<file path="src/core/lscc_pkg.sv">
package lscc_pkg;

   // Register indices reachable through the command byte
   localparam logic [4:0] CTRL_IDX = 5'h00;
   localparam logic [4:0] TIMER_LO_IDX = 5'h18;
   localparam logic [4:0] TIMER_HI_IDX = 5'h19;

   // Command byte layout
   localparam int CMD_SEL_BIT = 7;
   localparam int TRANS_HI_BIT = 6;
   localparam int TRANS_LO_BIT = 5;
   localparam int ADDR_HI_BIT = 4;
   localparam logic [1:0] TRANS_REPEAT = 2'h0;
   localparam logic [1:0] TRANS_AUTO = 2'h1;
   localparam logic [1:0] TRANS_SPECIAL = 2'h3;

   // Special function codes
   localparam logic [4:0] SF_INT_CLEAR = 5'h01;
   localparam logic [4:0] SF_STOP_MANUAL = 5'h02;
   localparam logic [4:0] SF_START_MANUAL = 5'h03;

   // Control register layout
   localparam int POWER_BIT = 0;
   localparam int ADC_EN_BIT = 1;
   localparam int ADC_VALID_BIT = 4;
   localparam int INTR_BIT = 5;
   localparam logic [7:0] CTRL_WR_MASK = 8'h03;

   // Values after reset and special settings
   localparam logic [7:0] CMD_RESET = 8'h00;
   localparam logic [7:0] CTRL_RESET = 8'h00;
   localparam logic [7:0] INTEGRATION_TIME_SETTING_MANUAL = 8'h00;

   // Power-up settling before the converters may be enabled
   localparam int CLK_MHZ = 100;
   localparam int PWR_WAIT_MS = 2;
   localparam int PWR_WAIT_CYC = PWR_WAIT_MS * 1000 * CLK_MHZ;

   // Host request kinds
   typedef enum logic [1:0] {
      LSCC_REQ_WRITE = 2'b00,
      LSCC_REQ_READ = 2'b01,
      LSCC_REQ_SPECIAL = 2'b10
   } lscc_req_t;

   function automatic logic lscc_is_special(input logic [7:0] cmd);
      lscc_is_special = (cmd[TRANS_HI_BIT:TRANS_LO_BIT] == TRANS_SPECIAL);
   endfunction : lscc_is_special

endpackage : lscc_pkg

</file>
<file path="src/core/lscc_link_if.sv">
`timescale 1ns/1ps
interface lscc_link_if;
   logic cmd_stb;
   logic wr_stb;
   logic rd_stb;
   logic [7:0] wdata;
   logic rd_valid;
   logic [7:0] rdata;
   logic irq;

   modport dev (
      input cmd_stb,
      input wr_stb,
      input rd_stb,
      input wdata,
      output rd_valid,
      output rdata,
      output irq
   );

   modport host (
      output cmd_stb,
      output wr_stb,
      output rd_stb,
      output wdata,
      input rd_valid,
      input rdata,
      input irq
   );
endinterface : lscc_link_if

</file>
<file path="src/core/lscc_host.sv">
`timescale 1ns/1ps
module lscc_host
   import lscc_pkg::*;
#(
   parameter int PWR_WAIT = PWR_WAIT_CYC
) (
   input wire logic sys_clk,
   input wire logic rst_n,
   lscc_link_if.host link,
   input wire logic req_valid,
   input wire lscc_req_t req_kind,
   input wire logic [4:0] req_addr,
   input wire logic [7:0] req_data,
   output logic req_ready,
   output logic resp_valid,
   output logic [7:0] resp_data,
   output logic irq_level,
   output logic cfg_while_running
);

   if (PWR_WAIT < 1) begin : g_bad_wait
      $error("PWR_WAIT must be at least 1");
   end

   localparam int CNT_W = $clog2(PWR_WAIT + 1);
   localparam logic [CNT_W-1:0] CNT_DONE = CNT_W'(PWR_WAIT);

   typedef enum logic [2:0] {
      H_IDLE = 3'b000,
      H_PRE_CMD = 3'b001,
      H_PRE_DATA = 3'b010,
      H_WAIT_PWR = 3'b011,
      H_CMD = 3'b100,
      H_DATA = 3'b101,
      H_RD = 3'b110,
      H_WAIT_RD = 3'b111
   } lscc_hstate_t;

   typedef struct packed {
      lscc_hstate_t st;
      lscc_req_t kind;
      logic [4:0] addr;
      logic [7:0] data;
      logic [CNT_W-1:0] cnt;
      logic pwr_shadow;
      logic adc_shadow;
      logic cmd_stb;
      logic wr_stb;
      logic rd_stb;
      logic [7:0] wdata;
      logic ready;
      logic resp_valid;
      logic [7:0] resp_data;
      logic irq;
      logic cfg_warn;
   } lscc_host_state_t;

   lscc_host_state_t s_r;
   lscc_host_state_t s_nxt;

   function automatic logic [7:0] cmd_byte(input logic [4:0] a, input logic [1:0] trans);
      logic [7:0] v;
      v = 8'h00;
      v[CMD_SEL_BIT] = 1'b1;
      v[TRANS_HI_BIT:TRANS_LO_BIT] = trans;
      v[ADDR_HI_BIT:0] = a;
      cmd_byte = v;
   endfunction : cmd_byte

   logic pwr_ok;
   logic adc_req;
   logic [7:0] ctrl_val;

   always_comb begin
      s_nxt = s_r;
      s_nxt.cmd_stb = 1'b0;
      s_nxt.wr_stb = 1'b0;
      s_nxt.rd_stb = 1'b0;
      s_nxt.resp_valid = 1'b0;
      s_nxt.irq = link.irq;
      pwr_ok = s_r.pwr_shadow && (s_r.cnt == CNT_DONE);
      adc_req = (req_kind == LSCC_REQ_WRITE) && (req_addr == CTRL_IDX) && req_data[ADC_EN_BIT];
      ctrl_val = s_r.data & CTRL_WR_MASK;
      if (ctrl_val[ADC_EN_BIT]) begin
         ctrl_val[POWER_BIT] = 1'b1;
      end

      if (s_r.pwr_shadow && s_r.cnt != CNT_DONE) begin
         s_nxt.cnt = s_r.cnt + 1'b1;
      end

      case (s_r.st)
         H_IDLE: begin
            if (req_valid && s_r.ready) begin
               s_nxt.kind = req_kind;
               s_nxt.addr = req_addr;
               s_nxt.data = req_data;
               if (adc_req && !pwr_ok) begin
                  s_nxt.st = s_r.pwr_shadow ? H_WAIT_PWR : H_PRE_CMD;
               end else begin
                  s_nxt.st = H_CMD;
               end
            end
         end
         H_PRE_CMD: begin
            s_nxt.cmd_stb = 1'b1;
            s_nxt.wdata = cmd_byte(CTRL_IDX, TRANS_REPEAT);
            s_nxt.st = H_PRE_DATA;
         end
         H_PRE_DATA: begin
            s_nxt.wr_stb = 1'b1;
            s_nxt.wdata = 8'h01 << POWER_BIT;
            s_nxt.pwr_shadow = 1'b1;
            s_nxt.cnt = '0;
            s_nxt.st = H_WAIT_PWR;
         end
         H_WAIT_PWR: begin
            if (pwr_ok) begin
               s_nxt.st = H_CMD;
            end
         end
         H_CMD: begin
            s_nxt.cmd_stb = 1'b1;
            case (s_r.kind)
               LSCC_REQ_WRITE: begin
                  s_nxt.wdata = cmd_byte(s_r.addr, TRANS_AUTO);
                  s_nxt.st = H_DATA;
               end
               LSCC_REQ_READ: begin
                  s_nxt.wdata = cmd_byte(s_r.addr, TRANS_REPEAT);
                  s_nxt.st = H_RD;
               end
               default: begin
                  s_nxt.wdata = cmd_byte(s_r.addr, TRANS_SPECIAL);
                  s_nxt.resp_valid = 1'b1;
                  s_nxt.st = H_IDLE;
               end
            endcase
         end
         H_DATA: begin
            s_nxt.wr_stb = 1'b1;
            s_nxt.resp_valid = 1'b1;
            s_nxt.st = H_IDLE;
            if (s_r.addr == CTRL_IDX) begin
               s_nxt.wdata = ctrl_val;
               s_nxt.adc_shadow = ctrl_val[ADC_EN_BIT];
               s_nxt.pwr_shadow = ctrl_val[POWER_BIT];
               if (!s_r.pwr_shadow || !ctrl_val[POWER_BIT]) begin
                  s_nxt.cnt = '0;
               end
               if (!ctrl_val[ADC_EN_BIT]) begin
                  s_nxt.cfg_warn = 1'b0;
               end
            end else begin
               s_nxt.wdata = s_r.data;
               if (s_r.adc_shadow) begin
                  s_nxt.cfg_warn = 1'b1;
               end
            end
         end
         H_RD: begin
            s_nxt.rd_stb = 1'b1;
            s_nxt.st = H_WAIT_RD;
         end
         H_WAIT_RD: begin
            if (link.rd_valid) begin
               s_nxt.resp_valid = 1'b1;
               s_nxt.resp_data = link.rdata;
               s_nxt.st = H_IDLE;
            end
         end
         default: begin
            s_nxt.st = H_IDLE;
         end
      endcase

      s_nxt.ready = (s_nxt.st == H_IDLE);
   end

   always_ff @(posedge sys_clk or negedge rst_n) begin
      if (!rst_n) begin
         s_r <= '0;
      end else begin
         s_r <= s_nxt;
      end
   end

   assign link.cmd_stb = s_r.cmd_stb;
   assign link.wr_stb = s_r.wr_stb;
   assign link.rd_stb = s_r.rd_stb;
   assign link.wdata = s_r.wdata;
   assign req_ready = s_r.ready;
   assign resp_valid = s_r.resp_valid;
   assign resp_data = s_r.resp_data;
   assign irq_level = s_r.irq;
   assign cfg_while_running = s_r.cfg_warn;

endmodule : lscc_host

</file>
<file path="src/flat_wrapper.sv">
// flat-port wrapper written by rule: the top's interface ports become plain ports
module lscc_host_flat import lscc_pkg::*;
#(
   parameter int PWR_WAIT = PWR_WAIT_CYC
)
  (sys_clk, rst_n, req_valid, req_kind, req_addr, req_data, req_ready, resp_valid, resp_data, irq_level, cfg_while_running, link_cmd_stb, link_wr_stb, link_rd_stb, link_wdata, link_rd_valid, link_rdata, link_irq);
  lscc_link_if link_i ();
  input wire logic sys_clk;
  input wire logic rst_n;
  input wire logic req_valid;
  input wire lscc_req_t req_kind;
  input wire logic [4:0] req_addr;
  input wire logic [7:0] req_data;
  output logic req_ready;
  output logic resp_valid;
  output logic [7:0] resp_data;
  output logic irq_level;
  output logic cfg_while_running;
  output wire logic [$bits(link_i.cmd_stb)-1:0] link_cmd_stb;
  output wire logic [$bits(link_i.wr_stb)-1:0] link_wr_stb;
  output wire logic [$bits(link_i.rd_stb)-1:0] link_rd_stb;
  output wire logic [$bits(link_i.wdata)-1:0] link_wdata;
  input wire logic [$bits(link_i.rd_valid)-1:0] link_rd_valid;
  input wire logic [$bits(link_i.rdata)-1:0] link_rdata;
  input wire logic [$bits(link_i.irq)-1:0] link_irq;
  assign link_cmd_stb = link_i.cmd_stb;
  assign link_wr_stb = link_i.wr_stb;
  assign link_rd_stb = link_i.rd_stb;
  assign link_wdata = link_i.wdata;
  assign link_i.rd_valid = link_rd_valid;
  assign link_i.rdata = link_rdata;
  assign link_i.irq = link_irq;
  lscc_host #(.PWR_WAIT(PWR_WAIT)) u_core (.sys_clk(sys_clk), .rst_n(rst_n), .link(link_i), .req_valid(req_valid), .req_kind(req_kind), .req_addr(req_addr), .req_data(req_data), .req_ready(req_ready), .resp_valid(resp_valid), .resp_data(resp_data), .irq_level(irq_level), .cfg_while_running(cfg_while_running));
endmodule
</file>
<file path="config.mk">
export PLATFORM = sky130hd
export DESIGN_NAME = lscc_host_flat
export DESIGN_NICKNAME = d
export VERILOG_FILES = /design/src/core/lscc_pkg.sv /design/src/core/lscc_link_if.sv /design/src/core/lscc_host.sv /design/src/flat_wrapper.sv
export SDC_FILE = /design/constraint.sdc
export NUM_CORES = 1
export LEC_CHECK = 0
export ABC_AREA = 1
export BUFFER_PORTS_ARGS = -buffer_cell sky130_fd_sc_hd__buf_2
export CORE_MARGIN = 10
export CORE_UTILIZATION = 35
export DETAILED_ROUTE_END_ITERATION = 8
export GPL_ROUTABILITY_DRIVEN = 1
export PLACE_DENSITY = 0.61
export RECOVER_POWER = 100
export REMOVE_ABC_BUFFERS = 1
export SKIP_LAST_GASP = 1
export SYNTH_ARGS = -nofsm -noshare
export SYNTH_HDL_FRONTEND = slang
export SYNTH_SLANG_ARGS = --single-unit
</file>
<file path="constraint.sdc">
create_clock -name sys_clk -period 3.2 [get_ports sys_clk]
set_input_delay 0.16 -clock sys_clk [delete_from_list [all_inputs] [get_ports sys_clk]]
set_output_delay 0.16 -clock sys_clk [all_outputs]
set_load 0.02 [all_outputs]
</file>
* Word-level counts from Yosys, hierarchy flattened *
Cells that the tools add are included.

word-level totals
  bits of input ports = 28
  RAM bits = 0
  flip-flop bits (word level) = 61
  word-level logic and storage cells = 80
  latch bits = 0
  memories kept = 0
  memory bits (read-only) = 0

cells by class
  muxes and demuxes = 24
  reductions and logical operators = 27
  eq/ne operators = 12
  add/subtract/negate cells = 1
  div/mod/pow operators = 0
  shifts and indexed selects = 0
  bitwise logic cells = 0
  magnitude comparators = 0
  multiply operators = 0

operators by type and width
  operator                                        number
  two-way mux 18 bit                              3
  one-hot mux 19 bit (2 select lines)             1
  one-hot mux 8 bit (4 select lines)              1
  one-hot mux 3 bit (8 select lines)              1
  two-way mux 20 bit                              1
  adder 18 x 1 -> 18 bit (second input constant)  1
  == test 18 bit (second input constant)          1
  inequality test 18 bit (second input constant)  1
  one-hot mux 7 bit (2 select lines)              1
  == test 3 bit (second input constant)           4
  logical NOT 5 bit                               2
  two-way mux 3 bit                               3
  two-way mux 9 bit                               1
  two-way mux 1 bit                               8
  two-way mux 8 bit                               1
  AND reduction 2 bit                             4
  == test 3 x 2 -> 1 bit (second input constant)  2
  logical AND 1 bit                               6
  logical NOT 3 bit                               2
  one-hot mux 3 bit (2 select lines)              1
  OR reduction 2 bit                              3
  logical NOT 2 bit                               2
  nonzero test 2 bit                              2
  nonzero test 4 bit                              1
  other kinds (9)                                 11

* Logic depth before layout (Yosys ltp) *
  word-level depth = 8
  depth in mapped cells = 13
  mapped depth without buffers = 12

* Worst setup path before layout *
No wires, ideal clock.

  path kind = flip-flop to flip-flop
  start = reg u_core.s_r[25] in the netlist's numbering
  end = reg u_core.s_r[38] in the netlist's numbering
  slack = 1.435 ns
  setup time = 0.119 ns
  arrival time = 1.646 ns
  cell stages (with the launch flop) = 14
  cell sequence = dfrtp_1 clkbuf_1 inv_1 ha_1 inv_1 nor2_1 nand3_1 nor2_1 nand2_1 nand3_1 nor2_1 nand3_1 nand2_1 nor2_1

RTL lines
  item                    RTL line          text
  start, declared         lscc_host.sv:58   lscc_host_state_t s_r;
  start signal, assigned  lscc_host.sv:184  s_r <= s_nxt;

==> impl_metrics.csv <==
group,metric,value,unit
worst_setup_path,path_class,"reg2reg",
global_route,grt_pass1_vias,2605,
worst_setup_path,cp-startpoint,"u_core.s_r[59]$_DFF_PN0_",
floorplan,die-area,13330,um^2
worst_setup_path,crit_slowest_cell,"o31ai_4",
clock_tree,root_buffer,"clkbuf_8",
synth,yosys-top-cells-area,"dfrtp_1, nand2_1, nor2_1",
power,vdd_ir_drop_max,0.4167,mV
floorplan,dieHeight,115.4,um
finish,final_cell_mix,"nand2_1, dfrtp_1, nor2_1, inv_1, nand3_1",
worst_setup_path,max_stage_delay,590,ps
floorplan,initial_utilization,0.3620,
global_route,grt_pass1_wl,12.75,mm
synth,ys_warn_count,0,
finish,nNetsFinal,453,
timing,finalSetupTns,0,ps
worst_setup_path,worstPathArrival,2680,ps
clock_tree,path_clk_slew,80,ps
floorplan,die_width,115.4,um
worst_hold_path,whs_endpoint,"u_core.s_r[45]$_DFFE_PN0P_",
worst_hold_path,hold_path.class,"in2reg",
finish,fillers,905,
floorplan,rows,34,
synth,synth_cell_types,32,
synth,synth_area,3188,um^2
clock_tree,cts.htree.levels,3,
timing,worstMarginPinSlew,1581,ps
worst_setup_path,reg2reg_slack,750,ps
global_route,grt_antenna_before_repair,0,
clock_tree,cts.sinks,61,
worst_setup_path,start_kind,"flip-flop",
timing,skew,11.58,ps
worst_setup_path,r2r_cells,6,
global_route,global_route.overflow_total,0,
drt,drtIter0Drc,123,
timing,period_minus_slack,2452,ps
timing,final_hold_viol_count,0,
finish,final_common_cell,"nand2_1",
synth,syn_area_per_cell,8.368,um^2
worst_setup_path,worstSetupEndpointType,"flip-flop",
finish,final_layout_size_suffix_gt1_frac,0.1472,
worst_setup_path,cp.required,3430,ps
finish,area_growth,13.93,%
clock_tree,clkLatencyLatePin,340,ps
drt,vias_per_cell,4.866,
timing,rsz0062_at_grt,"no",
flow_run,cap_violations,1,
status,violations,"max-capacitance violations, max-slew violations",
status,status,"finished, violations left",
worst_setup_path,worst-path-max-fanout,10,
global_route,grt_start_max_net_pins,30,
placed_design,port_buffers,50,
timing,slew_violations,30,
clock_tree,cts_tree,"done",
worst_setup_path,reg2reg_from,"u_core.s_r[59]$_DFF_PN0_",
floorplan,io_pins,51,
worst_hold_path,min_path_cells,2,
clock_tree,cts-buffers-inserted,9,
drt,vias,2608,
timing,setup_violations,0,
global_route,grt_usage,0.1194,
drt,wire_per_inst,14.00,um
synth,synth_top_area_share,0.4788,
timing,whs,42.42,ps
synth,ys_seq_area_frac,0.4788,
finish,antenna_cells,0,
worst_setup_path,crit_chain,"nor2_1 > nand2_1 > o31ai_4 > clkinvlp_2 > o21ai_0 > a21oi_1",
worst_hold_path,hp-start,"req_data[2]",
synth,synth.largest_area_cell,"dfrtp_1",
drt,drtAntennaViolNets,0,
synth,ys_ff_latch,61,
worst_setup_path,crit_family,"compound AO/OA/AOI/OAI gates",
worst_setup_path,path_buf_inv,1,
floorplan,core_area,8806,um^2
drt,wl,7.502,mm
drt,dr.pass1.iters,6,
power,powerDensity,852.9,nW/um^2
timing,fin_crit_sh,0.7664,
placed_design,gp_congestion,0.9073,
timing,slew_headroom,-0.05411,
worst_setup_path,r2r-end,"u_core.s_r[35]$_DFF_PN0_",
synth,synth_cells,381,
finish,utilization,0.4125,
power,p_leak,1.746,nW
worst_setup_path,worst-path-stages,6,
clock_tree,cts.path.max_buffers,2,
drt,drcViolationCount,0,
placed_design,dp.final_hpwl,5.721,mm
timing,max_freq,407.8,MHz
## Yosys cell counts
master     count
a32o_1         1
dfrtp_1       61
o211ai_1       6
nor3_4         1
o31ai_4        1
o21a_1         1
inv_2          1
nand4_1       11
nand3_1       29
nor3_1         4
xor2_1         3
mux2_2        15
o21ai_0       12
nand2_2        1
buf_4         16
inv_1         43
a21oi_1        9
buf_2          6
o22ai_1        1
o2111ai_1      2
xnor2_1        2
nor2_1        54
ha_1           2
clkbuf_1       3
nand2_1       82
nand2_4        1
nor2_4         1
o21ai_2        4
a221oi_1       1
inv_4          1
o21bai_1       3
a211oi_1       3
## flip-flops by register name (all words and copies together), names as in the netlist
name                      cells
u_core.cfg_while_running      1
u_core.ctrl_val               1
u_core.irq_level              1
u_core.link.cmd_stb           1
u_core.link.rd_stb            1
u_core.link.wdata             8
u_core.link.wr_stb            1
u_core.req_ready              1
u_core.resp_data              8
u_core.resp_valid             1
u_core.s_r                   37
## cell families (layout without fill, tap and decap cells)
| group | after synthesis | in the layout | share of synthesized area |
|---|---|---|---|
| DFF | 61 | 61 | 0.4788 |
| AOI/OAI and AO/OA | 44 | 44 | 0.09458 |
| muxes | 15 | 15 | 0.05298 |
| xor gates and xnor gates | 5 | 5 | 0.01374 |
| and+or+nand+nor | 184 | 184 | 0.2476 |
| buffers and inverters | 70 | 117 | 0.1044 |
| adders and majority gates | 2 | 2 | 0.007848 |
## how the worst max path moves through the flow
stage,to,slack (ps)
5_1_grt,u_core.s_r[35]$_DFF_PN0_,530
3_5_place_dp,u_core.s_r[28]$_DFF_PN0_,1210
2_1_floorplan,u_core.s_r[31]$_DFF_PN0_,1300
3_3_place_gp,u_core.s_r[28]$_DFF_PN0_,1360
6_report,u_core.s_r[35]$_DFF_PN0_,750
4_1_cts,u_core.s_r[28]$_DFF_PN0_,1200
## routing by layer
metal / GRT usage / share of wire
met1: 0.1434 / 0.46
met2: 0.1968 / 0.48
met3: 0.04910 / 0.051
met4: 0.02534 / 0.0073
met5: 0 / 0
## area by class of cell
cell class / instances / area (um^2) / area share
flip-flops and latches: 61 / 1526 / 0.4203
clock inverters: 7 / 123.9 / 0.03410
repair buffers: 56 / 264.0 / 0.07268
inverters: 45 / 170.2 / 0.04685
multi-input cells: 250 / 1289 / 0.3548
clock buffers: 9 / 123.9 / 0.03410
well taps: 108 / 135.1 / 0.03720
## power by group
part           switching (W)  total (W)  leakage [nW]  internal [W]
clock network       0.000330   0.000850         0.120      0.000521
registers           0.000208    0.00123         0.795       0.00102
logic               0.000667    0.00102         0.832      0.000352
## what timing repair did
item                                   CTS  global route
setup endpoints to repair                0             0
hold buffers                             2             0
setup buffers                            0             0
resized for setup                        0             0
endpoints found under the hold margin   28             0
## metrics by stage
stage	total power (W)	std cells	area, um^2	worst slack, ps
6_report	0.003098	536	3632	747.5
5_1_grt	0.003336	536	3632	528.1
4_1_cts	0.003216	536	3710	1198
3_5_place_dp	0.002348	518	3442	1215
3_3_place_gp	0.002315	518	3442	1357
2_1_floorplan	0.001972	356	3027	1305
Note: power is estimated with default switching activity, not from simulation.
